`src/lnb_regs.svh`:
```
`ifndef LNB_REGS_SVH
`define LNB_REGS_SVH

// ********************
// Register addresses
// ********************
`define LNB_A_STATUS 2'h0
`define LNB_A_TONE 2'h1
`define LNB_A_CMD 2'h2
`define LNB_A_CTRL 2'h3
`define LNB_RST_VAL 8'h00

// ********************
// Field positions
// ********************
`define LNB_B_BACK_FLAG 0
`define LNB_B_OVL_FLAG 1
`define LNB_B_UVLO 2
`define LNB_B_OT_FLAG 4
`define LNB_B_MOD_SEL 3
`define LNB_B_TONE_EN 4
`define LNB_B_LIM_LO 0
`define LNB_B_LIM_HI 1
`define LNB_B_PIN_EN 3
`define LNB_B_STATIC 4
`define LNB_B_LOW_TRIM 0
`define LNB_B_HIGH_TRIM 1
`define LNB_B_EN 4

// ********************
// Timing
// ********************
`define LNB_CLK_HZ 50000000
`define LNB_TONE_HZ 22000
`define LNB_OSC_MULT 20
`define LNB_OSC_HZ (`LNB_TONE_HZ * `LNB_OSC_MULT)
`define LNB_OSC_DIV (`LNB_CLK_HZ / `LNB_OSC_HZ)
`define LNB_TONE_HALF (`LNB_OSC_MULT / 2)
`define LNB_OVL_TRIP_US 51000
`define LNB_OVL_OFF_US 900000
`define LNB_SOFT_US 20000
`define LNB_BC_TRIP_US 2000
`define LNB_BC_OFF_US 50000
`define LNB_US2TK(us) (((us) * (`LNB_OSC_HZ / 10000)) / 100)
`define LNB_OT_LATCH_CNT 3'h4

`endif

```
`src/lnb_pkg.sv`:
```
package lnb_pkg;
  typedef enum logic [2:0] {
    LNB_OFF, LNB_SOFT, LNB_RUN, LNB_OVL, LNB_BC, LNB_OT, LNB_LATCH
  } lnb_state_t;
  typedef logic [1:0] lnb_addr_t;
  typedef logic [7:0] lnb_data_t;
  typedef logic [18:0] lnb_tmr_t;
endpackage : lnb_pkg

```
`src/lnb_ctrl.sv`:
```
// Local design decisions: strobed register access and the placing of the registers.
`timescale 1ns/1ns
`include "lnb_regs.svh"
// Contract
// - Modes zero: internal tone gated by modulation pin
// - Tone enable gives continuous tone
// - Modulation select passes external tone through
// - Oscillator runs at twenty times tone
// - Detect output pulled low on tone
// - Power control low shuts everything down
// - Pin enable: trims alone set voltage
// - Otherwise range pin picks trim range
// - Dynamic mode uses selected limit threshold
// - Overcurrent past 51 ms: 900 ms off
// - Off period ends: flag clears, soft-start
// - Persistent overcurrent repeats trip cycle
// - Static mode clamps, flags until soft-start ends
// - Back current past 2 ms: 50 ms off
// - Back current cycles until condition clears
// - Overtemp shuts off, flag until cooled
// - Fourth overtemp latches part off
// - Power control toggle clears latch, count
// - Undervoltage lockout disables all operation
// - Fault output low on any fault except back current
// - All bits zero at power-on
module lnb_ctrl #(
  parameter lnb_pkg::lnb_tmr_t OVL_TRIP_TK = 19'(`LNB_US2TK(`LNB_OVL_TRIP_US)),
  parameter lnb_pkg::lnb_tmr_t OVL_OFF_TK = 19'(`LNB_US2TK(`LNB_OVL_OFF_US)),
  parameter lnb_pkg::lnb_tmr_t SOFT_TK = 19'(`LNB_US2TK(`LNB_SOFT_US)),
  parameter lnb_pkg::lnb_tmr_t BC_TRIP_TK = 19'(`LNB_US2TK(`LNB_BC_TRIP_US)),
  parameter lnb_pkg::lnb_tmr_t BC_OFF_TK = 19'(`LNB_US2TK(`LNB_BC_OFF_US))
) (
  // Clock and reset
  input wire logic clk_sys,
  input wire logic rst,
  // Register port
  input wire lnb_pkg::lnb_addr_t reg_addr,
  input wire lnb_pkg::lnb_data_t reg_wdata,
  input wire logic reg_wr,
  input wire logic reg_rd,
  output lnb_pkg::lnb_data_t reg_rdata,
  // Pins
  input wire logic ext_modulation_in,
  input wire logic tone_detect_in,
  input wire logic transmit_threshold_sel,
  input wire logic range_select_pin,
  // Analog sense
  input wire logic overcurrent_in,
  input wire logic back_current_in,
  input wire logic overtemp_in,
  input wire logic uvlo_in,
  input wire logic serial_reset_in,
  // Open-drain outputs
  output logic tone_detect_out_o,
  output logic tone_detect_out_oe_n,
  output logic fault_n_o,
  output logic fault_n_oe_n,
  // Power and tone control
  output logic tone_out,
  output logic detect_thr_tx,
  output logic boost_enable,
  output logic output_enable,
  output logic soft_start,
  output logic static_clamp,
  output logic [1:0] limit_sel,
  output logic [1:0] level_sel
);
  import lnb_pkg::*;

  // ********************
  // Input synchronisers
  // ********************
  logic [8:0] pin_s;
  logic mod_s, det_in_s, thr_s, rsel_s, oc_s, bc_s, ot_s, uvlo_s, srst_s;
  lnb_sync #(.W(9)) i_lnb_sync (
    .clk_sys(clk_sys),
    .rst(rst),
    .d({ext_modulation_in, tone_detect_in, transmit_threshold_sel, range_select_pin,
        overcurrent_in, back_current_in, overtemp_in, uvlo_in, serial_reset_in}),
    .q(pin_s)
  );
  assign {mod_s, det_in_s, thr_s, rsel_s, oc_s, bc_s, ot_s, uvlo_s, srst_s} = pin_s;

  logic osc_tick, tone_sq;
  lnb_osc i_lnb_osc (
    .clk_sys(clk_sys),
    .rst(rst),
    .osc_tick(osc_tick),
    .tone_sq(tone_sq)
  );

  // ********************
  // Control registers
  // ********************
  logic tone_en_reg, mod_sel_reg, static_reg, pin_en_reg, lim_hi_reg, lim_lo_reg;
  logic en_reg, high_trim_reg, low_trim_reg;
  lnb_data_t rdata_reg;
  wire wr_tone = reg_wr && (reg_addr == `LNB_A_TONE);
  wire wr_cmd = reg_wr && (reg_addr == `LNB_A_CMD);
  wire wr_ctrl = reg_wr && (reg_addr == `LNB_A_CTRL);

  always_ff @(posedge clk_sys or posedge rst) begin
    if (rst) begin
      tone_en_reg <= 1'b0;
      mod_sel_reg <= 1'b0;
      static_reg <= 1'b0;
      pin_en_reg <= 1'b0;
      lim_hi_reg <= 1'b0;
      lim_lo_reg <= 1'b0;
      en_reg <= 1'b0;
      high_trim_reg <= 1'b0;
      low_trim_reg <= 1'b0;
    end else begin
      if (wr_tone) begin
        tone_en_reg <= reg_wdata[`LNB_B_TONE_EN];
        mod_sel_reg <= reg_wdata[`LNB_B_MOD_SEL];
      end
      if (wr_cmd) begin
        static_reg <= reg_wdata[`LNB_B_STATIC];
        pin_en_reg <= reg_wdata[`LNB_B_PIN_EN];
        lim_hi_reg <= reg_wdata[`LNB_B_LIM_HI];
        lim_lo_reg <= reg_wdata[`LNB_B_LIM_LO];
      end
      if (wr_ctrl) begin
        en_reg <= reg_wdata[`LNB_B_EN];
        high_trim_reg <= reg_wdata[`LNB_B_HIGH_TRIM];
        low_trim_reg <= reg_wdata[`LNB_B_LOW_TRIM];
      end
    end
  end

  // ********************
  // Protection sequencer
  // ********************
  lnb_state_t state_reg, state_next;
  lnb_tmr_t tmr_reg, tmr_next;
  logic [14:0] oc_cnt_reg;
  logic [9:0] bc_cnt_reg;
  logic [2:0] ot_cnt_reg;
  logic ovl_static_reg, first_soft_reg;

  function automatic logic lnb_on(input lnb_state_t s);
    lnb_on = (s == LNB_SOFT) || (s == LNB_RUN);
  endfunction : lnb_on

  wire is_on = lnb_on(state_reg);
  wire tmr_done = osc_tick && (tmr_reg == '0);
  wire oc_trip = !static_reg && (oc_cnt_reg == OVL_TRIP_TK[14:0]);
  wire bc_trip = (bc_cnt_reg == BC_TRIP_TK[9:0]);
  wire ot_event = is_on && ot_s;
  wire soft_end = (state_reg == LNB_SOFT) && (state_next == LNB_RUN);

  always_comb begin
    state_next = state_reg;
    tmr_next = (osc_tick && tmr_reg != '0) ? tmr_reg - 19'h00001 : tmr_reg;
    if (!en_reg) begin
      state_next = LNB_OFF;
    end else if (uvlo_s) begin
      state_next = (state_reg == LNB_LATCH) ? LNB_LATCH : LNB_OFF;
    end else begin
      unique case (state_reg)
        LNB_OFF: begin
          state_next = LNB_SOFT;
          tmr_next = SOFT_TK;
        end
        LNB_SOFT, LNB_RUN: begin
          if (ot_s) begin
            state_next = (ot_cnt_reg == `LNB_OT_LATCH_CNT - 3'h1) ? LNB_LATCH : LNB_OT;
          end else if (oc_trip) begin
            state_next = LNB_OVL;
            tmr_next = OVL_OFF_TK;
          end else if (bc_trip) begin
            state_next = LNB_BC;
            tmr_next = BC_OFF_TK;
          end else if (state_reg == LNB_SOFT && tmr_done) begin
            state_next = LNB_RUN;
          end
        end
        LNB_OVL: begin
          if (tmr_done) begin
            state_next = LNB_SOFT;
            tmr_next = SOFT_TK;
          end
        end
        LNB_BC: begin
          if (tmr_done) state_next = LNB_RUN;
        end
        LNB_OT: begin
          if (!ot_s) begin
            state_next = LNB_SOFT;
            tmr_next = SOFT_TK;
          end
        end
        LNB_LATCH: state_next = LNB_LATCH;
        default: state_next = LNB_OFF;
      endcase
    end
  end

  always_ff @(posedge clk_sys or posedge rst) begin
    if (rst) begin
      state_reg <= LNB_OFF;
      tmr_reg <= '0;
    end else begin
      state_reg <= state_next;
      tmr_reg <= tmr_next;
    end
  end

  always_ff @(posedge clk_sys or posedge rst) begin
    if (rst) begin
      oc_cnt_reg <= 15'h0000;
      bc_cnt_reg <= 10'h000;
    end else begin
      if (!(is_on && oc_s && !static_reg) || oc_trip) oc_cnt_reg <= 15'h0000;
      else if (osc_tick) oc_cnt_reg <= oc_cnt_reg + 15'h0001;
      if (!(is_on && bc_s) || bc_trip) bc_cnt_reg <= 10'h000;
      else if (osc_tick) bc_cnt_reg <= bc_cnt_reg + 10'h001;
    end
  end

  always_ff @(posedge clk_sys or posedge rst) begin
    if (rst) begin
      ot_cnt_reg <= 3'h0;
    end else if (!en_reg) begin
      ot_cnt_reg <= 3'h0;
    end else if (ot_event && !uvlo_s && ot_cnt_reg != `LNB_OT_LATCH_CNT) begin
      ot_cnt_reg <= ot_cnt_reg + 3'h1;
    end
  end

  always_ff @(posedge clk_sys or posedge rst) begin
    if (rst) begin
      ovl_static_reg <= 1'b0;
      first_soft_reg <= 1'b0;
    end else begin
      if (static_reg && is_on && oc_s) ovl_static_reg <= 1'b1;
      else if (soft_end && first_soft_reg) ovl_static_reg <= 1'b0;
      if (state_reg == LNB_OFF) first_soft_reg <= 1'b1;
      else if (soft_end) first_soft_reg <= 1'b0;
    end
  end

  // ********************
  // Status and outputs
  // ********************
  // flag over the off period
  wire ovl_flag = (state_reg == LNB_OVL) || ovl_static_reg;
  wire back_flag = (state_reg == LNB_BC);
  wire ot_flag = (state_reg == LNB_OT) || (state_reg == LNB_LATCH);
  wire fault = ot_flag || ovl_flag || uvlo_s || srst_s;
  wire [1:0] vsel_w = pin_en_reg ? {high_trim_reg, low_trim_reg} :
                      rsel_s ? {1'b1, high_trim_reg} : {1'b0, low_trim_reg};
  wire tone_w = tone_en_reg ? tone_sq : mod_sel_reg ? mod_s : (mod_s && tone_sq);
  wire [7:0] st_w = {3'h0, ot_flag, 1'b0, uvlo_s, ovl_flag, back_flag};
  wire [7:0] rd_w = (reg_addr == `LNB_A_STATUS) ? st_w :
                    (reg_addr == `LNB_A_TONE) ? {3'h0, tone_en_reg, mod_sel_reg, 3'h0} :
                    (reg_addr == `LNB_A_CMD) ?
                      {3'h0, static_reg, pin_en_reg, 1'b0, lim_hi_reg, lim_lo_reg} :
                      {3'h0, en_reg, 2'h0, high_trim_reg, low_trim_reg};
  logic tone_reg, det_reg, fault_reg, thr_reg;
  logic [1:0] vsel_reg;

  always_ff @(posedge clk_sys or posedge rst) begin
    if (rst) begin
      tone_reg <= 1'b0;
      det_reg <= 1'b0;
      fault_reg <= 1'b0;
      thr_reg <= 1'b0;
      vsel_reg <= 2'h0;
      rdata_reg <= `LNB_RST_VAL;
    end else begin
      tone_reg <= tone_w && is_on;
      det_reg <= det_in_s;
      fault_reg <= fault;
      thr_reg <= thr_s;
      vsel_reg <= vsel_w;
      rdata_reg <= reg_rd ? rd_w : `LNB_RST_VAL;
    end
  end

  assign reg_rdata = rdata_reg;
  assign tone_out = tone_reg;
  assign detect_thr_tx = thr_reg;
  assign tone_detect_out_o = 1'b0;
  assign tone_detect_out_oe_n = ~det_reg;
  assign fault_n_o = 1'b0;
  assign fault_n_oe_n = ~fault_reg;
  assign boost_enable = is_on;
  assign output_enable = is_on;
  assign soft_start = (state_reg == LNB_SOFT);
  assign static_clamp = static_reg;
  assign limit_sel = {lim_hi_reg, lim_lo_reg};
  assign level_sel = vsel_reg;
endmodule : lnb_ctrl

```
`src/lnb_sync.sv`:
```
`timescale 1ns/1ns
module lnb_sync #(
  parameter int W = 1
) (
  // Clock and reset
  input wire logic clk_sys,
  input wire logic rst,
  // Levels
  input wire logic [W-1:0] d,
  output logic [W-1:0] q
);
  logic [W-1:0] meta_reg;
  logic [W-1:0] q_reg;

  always_ff @(posedge clk_sys or posedge rst) begin
    if (rst) begin
      meta_reg <= '0;
      q_reg <= '0;
    end else begin
      meta_reg <= d;
      q_reg <= meta_reg;
    end
  end

  assign q = q_reg;
endmodule : lnb_sync

```
`src/lnb_osc.sv`:
```
`timescale 1ns/1ns
`include "lnb_regs.svh"
module lnb_osc (
  // Clock and reset
  input wire logic clk_sys,
  input wire logic rst,
  // Oscillator outputs
  output logic osc_tick,
  output logic tone_sq
);
  logic [6:0] div_reg;
  logic [3:0] ph_reg;
  logic sq_reg;
  logic tick_reg;
  wire div_end = (div_reg == 7'(`LNB_OSC_DIV - 1));
  wire ph_end = (ph_reg == 4'(`LNB_TONE_HALF - 1));

  // Tone is the oscillator divided by twenty
  always_ff @(posedge clk_sys or posedge rst) begin
    if (rst) begin
      div_reg <= 7'h00;
      ph_reg <= 4'h0;
      sq_reg <= 1'b0;
      tick_reg <= 1'b0;
    end else begin
      div_reg <= div_end ? 7'h00 : div_reg + 7'h01;
      tick_reg <= div_end;
      if (div_end) begin
        ph_reg <= ph_end ? 4'h0 : ph_reg + 4'h1;
        if (ph_end) sq_reg <= ~sq_reg;
      end
    end
  end

  assign osc_tick = tick_reg;
  assign tone_sq = sq_reg;
endmodule : lnb_osc

```
`config.mk`:
```
export PLATFORM = sky130hd
export DESIGN_NAME = lnb_ctrl
export DESIGN_NICKNAME = d
export VERILOG_FILES = /design/src/lnb_pkg.sv /design/src/lnb_ctrl.sv /design/src/lnb_sync.sv /design/src/lnb_osc.sv
export VERILOG_INCLUDE_DIRS = /design/src
export SDC_FILE = /design/constraint.sdc
export NUM_CORES = 1
export LEC_CHECK = 0
export BUFFER_PORTS_ARGS = -buffer_cell sky130_fd_sc_hd__buf_2
export CORE_ASPECT_RATIO = 1.75
export CORE_MARGIN = 2
export CORE_UTILIZATION = 45
export CTS_CLUSTER_DIAMETER = 40
export CTS_CLUSTER_SIZE = 8
export DETAILED_ROUTE_END_ITERATION = 10
export SYNTH_ARGS = -nofsm -noshare
export SYNTH_HDL_FRONTEND = slang
export SYNTH_SLANG_ARGS = --single-unit
```
`constraint.sdc`:
```
create_clock -name clk_sys -period 5.1 [get_ports clk_sys]
set_clock_uncertainty 0.1 [all_clocks]
set_input_delay 0.51 -clock clk_sys [delete_from_list [all_inputs] [get_ports clk_sys]]
set_output_delay 0.51 -clock clk_sys [all_outputs]
set_load 0.03 [all_outputs]
```
==> summary.txt <==
STA
  • Hold Worst Slack: between 0.1 and 0.15 ns
  • Unrepaired setup endpoints after global routing: false
  • Crit share post-route: 0.527
  • Highest attainable clock frequency: around 370 MHz
  • Normalized max-slew margin: 0.531
  • Final hold violation count: 0
  • Final setup violating endpoints: 0
  • Slew of the pin with the lowest slew margin: around 0.7 ns
  • Final period demand of the worst path: roughly 2.7 ns
  • Number of pins with negative max-slew slack in the final report: 0
  • Setup TNS Final: 0 ns

Cells and area
  • Area added between synthesis and finish: 11.3%
  • Post-Route Utilization: 0.512
  • Multi-input logic area: about 0.0022 mm²
  • Register cell area after layout: roughly 0.0026 mm²
  • Share of layout cells above drive strength 1: 0.146
  • Number of flip-flops in the largest register: 19
  • Post-route cell area: around 0.0055 mm²
  • # diodes: 0
  • Number of nets at the end of the flow: around 540
  • Number of filler cells placed in the layout: roughly 1000

Global route
  • Grt peak-use layer: met2
  • Total GRT Usage: 0.183
  • Global routing usage on met2: 0.342
  • Routing usage on met1: 0.200
  • Initial antenna violation count: 0
  • Global routing usage on met3: 0.0400
  • Overflow left after global routing: 0
  • First-pass GRT wire length: between 15 and 20 mm
  • Number of global-route vias before repair: 3555
  • Pin count of the biggest net entering global routing: 56

Yosys
  • Number of synthesized register bits: approximately 100
  • Fraction of the yosys area taken by sequential cells: 0.523
  • Post-synth EDFFs: 0
  • Multiplexer share of the synthesized area: 0.0313
  • Count of cell types in the netlist: a little under 60
  • Adder and majority gate portion of the synthesized area: 0.0279
  • Number of cells produced by synthesis: ~480
  • Synth Flop Type: sky130_fd_sc_hd__dfrtp_1
  • Post-synthesis average cell area: approximately 10 µm²
  • Post-synthesis simple-gate area fraction: 0.216
  • Synth warnings: 0
  • Proportion of register bits with asynchronous set or reset after synthesis: 1.00
  • Dominant combinational cell family by area after synthesis: simple AND/OR/NAND/NOR gates
  • Area share of xor/xnor cells in the synthesized design: 0.0818
  • Fraction of the mapped netlist area in compound gates: 0.0823
  • Synth Cell Area: 0.00492 mm²

Critical path
  • Data arrival time of the critical path: approximately 2.9 ns
  • CP Data Required Time: ~5.3 ns
  • Critical path launch point type: flop
  • Kind of end point of the critical path: flop
  • Highest fanout seen on the critical path: 8
  • Worst Setup Path Type: reg2reg

Hold path
  • Path category of the worst min-delay check: in2async

Clock network
  • Bufs on Longest Clock Path: 2
  • Number of sinks driven by the clock tree: just over 100
  • TritonCTS clock tree: built
  • CTS Root Cell: sky130_fd_sc_hd__clkbuf_16
  • H-tree depth: 3
  • Resized cells post-CTS: 0
  • Clock latency reported for the late side of the worst-skew pair: 0.34 ns
  • Post-CTS setup buffer count: 0
  • Number of hold-repair buffers added at the cts stage: 0
  • Clock buffer count from CTS: 9
  • Clk pin slew, worst setup/hold paths: approximately 0.07 ns

Route
  • Routed length per placed instance: 15.7 µm
  • First-iteration detailed-routing DRC count: 173
  • Via density per instance: 5.44
  • Remaining antenna violation count: 0
  • Remaining routing DRC violations: 0
  • Total length of routed wires: a little over 10 mm
  • Detailed-router iteration count before antenna repair: 6
  • Via count: 3502

Pwr
  • Largest voltage drop on the vdd net: 0.248 mV
  • Static leakage: 2.36 nW
  • Power after layout: around 1.9 mW
  • Power density cells: roughly 340 mW/mm²

Placed design
  • Placed cell areas: 0.00518 mm²
  • Half-perimeter wire length after placement: about 7.4 mm
  • Port bufs: 35
  • Final estimated routing congestion in global placement: around 0.87

Floorplanning
  • DIE AREA: around 0.012 mm²
  • Die Span X: around 83 µm
  • Top-level port count: between 40 and 50
  • Row count: 50
  • Core area: roughly 0.011 mm²
  • Chip Height: approximately 140 µm
  • Initial core utilization: 0.460

Flow run
  • Max-cap violation count: 0

Run status
  • Result of the run: finished clean
==> metrics by stage <==
stage | std cells | worst slack [ns]
after detailed placement | 628 | 2.42
after floorplan | 483 | 1.79
after CTS | 644 | 2.40
final | 644 | 2.41
after global placement | 628 | 2.40
after global routing | 644 | 2.22
==> Yosys cell counts (5+ instances only) <==
cell                       instances  area share
sky130_fd_sc_hd__nand4_1          14       0.018
sky130_fd_sc_hd__o21ai_0          19       0.019
sky130_fd_sc_hd__xor2_1           29       0.052
sky130_fd_sc_hd__inv_1            19       0.014
sky130_fd_sc_hd__nor4_1            6      0.0076
sky130_fd_sc_hd__nand2_1          42       0.032
sky130_fd_sc_hd__mux2_2           11       0.025
sky130_fd_sc_hd__and2_1            5      0.0064
sky130_fd_sc_hd__nor2b_1           5      0.0064
sky130_fd_sc_hd__ha_1             11       0.028
sky130_fd_sc_hd__nor2_1           55       0.042
sky130_fd_sc_hd__nor3_1           13       0.013
sky130_fd_sc_hd__a21oi_1          16       0.016
sky130_fd_sc_hd__xnor2_1          17       0.030
sky130_fd_sc_hd__dfrtp_1         103        0.52
sky130_fd_sc_hd__nand3_1          26       0.026
sky130_fd_sc_hd__buf_4             8       0.012
sky130_fd_sc_hd__nand2b_1          8       0.010
sky130_fd_sc_hd__clkbuf_1         12      0.0091
==> path summary, 6_finish.rpt <==
kind	to	cells after the start	startpoint	slack, ns
max	tmr_reg[6]$_DFF_PP0_	8	tmr_reg[0]$_DFF_PP0_	2.41
min	i_lnb_sync.q[7]$_DFF_PP0_	2	rst	0.14
max reg2reg	tmr_reg[6]$_DFF_PP0_	8	tmr_reg[0]$_DFF_PP0_	2.41
min reg2reg	i_lnb_sync.q[3]$_DFF_PP0_	0	i_lnb_sync.meta_reg[3]$_DFF_PP0_	0.25
max in group asynchronous	oc_cnt_reg[1]$_DFFE_PP0P_	3	rst	3.62
min in group clk_sys	i_lnb_sync.meta_reg[6]$_DFF_PP0_	1	transmit_threshold_sel	0.17
==> routing by layer <==
metal,share of wire,up-vias
met5,0,-
met4,0.022,0
met3,0.022,15
met2,0.55,52
met1,0.40,1728
li1,-,1707
==> placed cells by master, fill, tap and decap left out, types with 6 or more instances in the layout <==
| cell type | netlist | routed |
|---|---|---|
| sky130_fd_sc_hd__dfrtp_1 | 103 | 103 |
| sky130_fd_sc_hd__nor2_1 | 55 | 55 |
| sky130_fd_sc_hd__nand2_1 | 42 | 42 |
| sky130_fd_sc_hd__buf_2 | 1 | 35 |
| sky130_fd_sc_hd__xor2_1 | 29 | 29 |
| sky130_fd_sc_hd__nand3_1 | 26 | 26 |
| sky130_fd_sc_hd__o21ai_0 | 19 | 19 |
| sky130_fd_sc_hd__inv_1 | 19 | 18 |
| sky130_fd_sc_hd__xnor2_1 | 17 | 17 |
| sky130_fd_sc_hd__a21oi_1 | 16 | 16 |
| sky130_fd_sc_hd__nand4_1 | 14 | 14 |
| sky130_fd_sc_hd__nor3_1 | 13 | 13 |
| sky130_fd_sc_hd__mux2_2 | 11 | 11 |
| sky130_fd_sc_hd__ha_1 | 11 | 11 |
| sky130_fd_sc_hd__clkbuf_16 | 0 | 9 |
| sky130_fd_sc_hd__nand2b_1 | 8 | 8 |
| sky130_fd_sc_hd__nor4_1 | 6 | 6 |
==> report_power, final <==
part	switching, mW	internal (mW)	total (mW)	leakage, nW
clock network	0.309	0.387	0.696	0.147
logic	0.170	0.0834	0.253	0.886
registers	0.0433	0.863	0.907	1.32
==> layout make-up <==
| cell class | count | area share |
|---|---|---|
| Clock buffer | 9 | 0.0411 |
| Clock inverter | 7 | 0.0142 |
| Inverter | 19 | 0.0135 |
| Multi-Input combinational cell | 340 | 0.398 |
| Sequential cell | 103 | 0.470 |
| Tap cell | 130 | 0.0297 |
| Timing Repair Buffer | 36 | 0.0333 |
==> worst max-delay path, stage by stage (launching register included) <==
cell                       delay [ns]
sky130_fd_sc_hd__dfrtp_1         0.41
sky130_fd_sc_hd__inv_1           0.09
sky130_fd_sc_hd__ha_1            0.16
sky130_fd_sc_hd__nor4b_1         0.51
sky130_fd_sc_hd__nand3_1         0.28
sky130_fd_sc_hd__o21ai_0         0.23
sky130_fd_sc_hd__a21oi_1         0.23
sky130_fd_sc_hd__nor3_4          0.44
sky130_fd_sc_hd__o21bai_1        0.17
==> cell families (layout without fill, tap and decap cells) <==
kind of cell | after synthesis | in the layout
AO/OA/AOI/OAI | 62 | 62
flip-flops | 103 | 103
AND/OR/NAND/NOR | 202 | 202
XOR/XNOR | 46 | 46
other | 1 | 5
adder cells (fa/ha/maj) | 11 | 11
buffers and inverters | 40 | 71
multiplexers | 14 | 14
(Power assumes the default switching activity.)
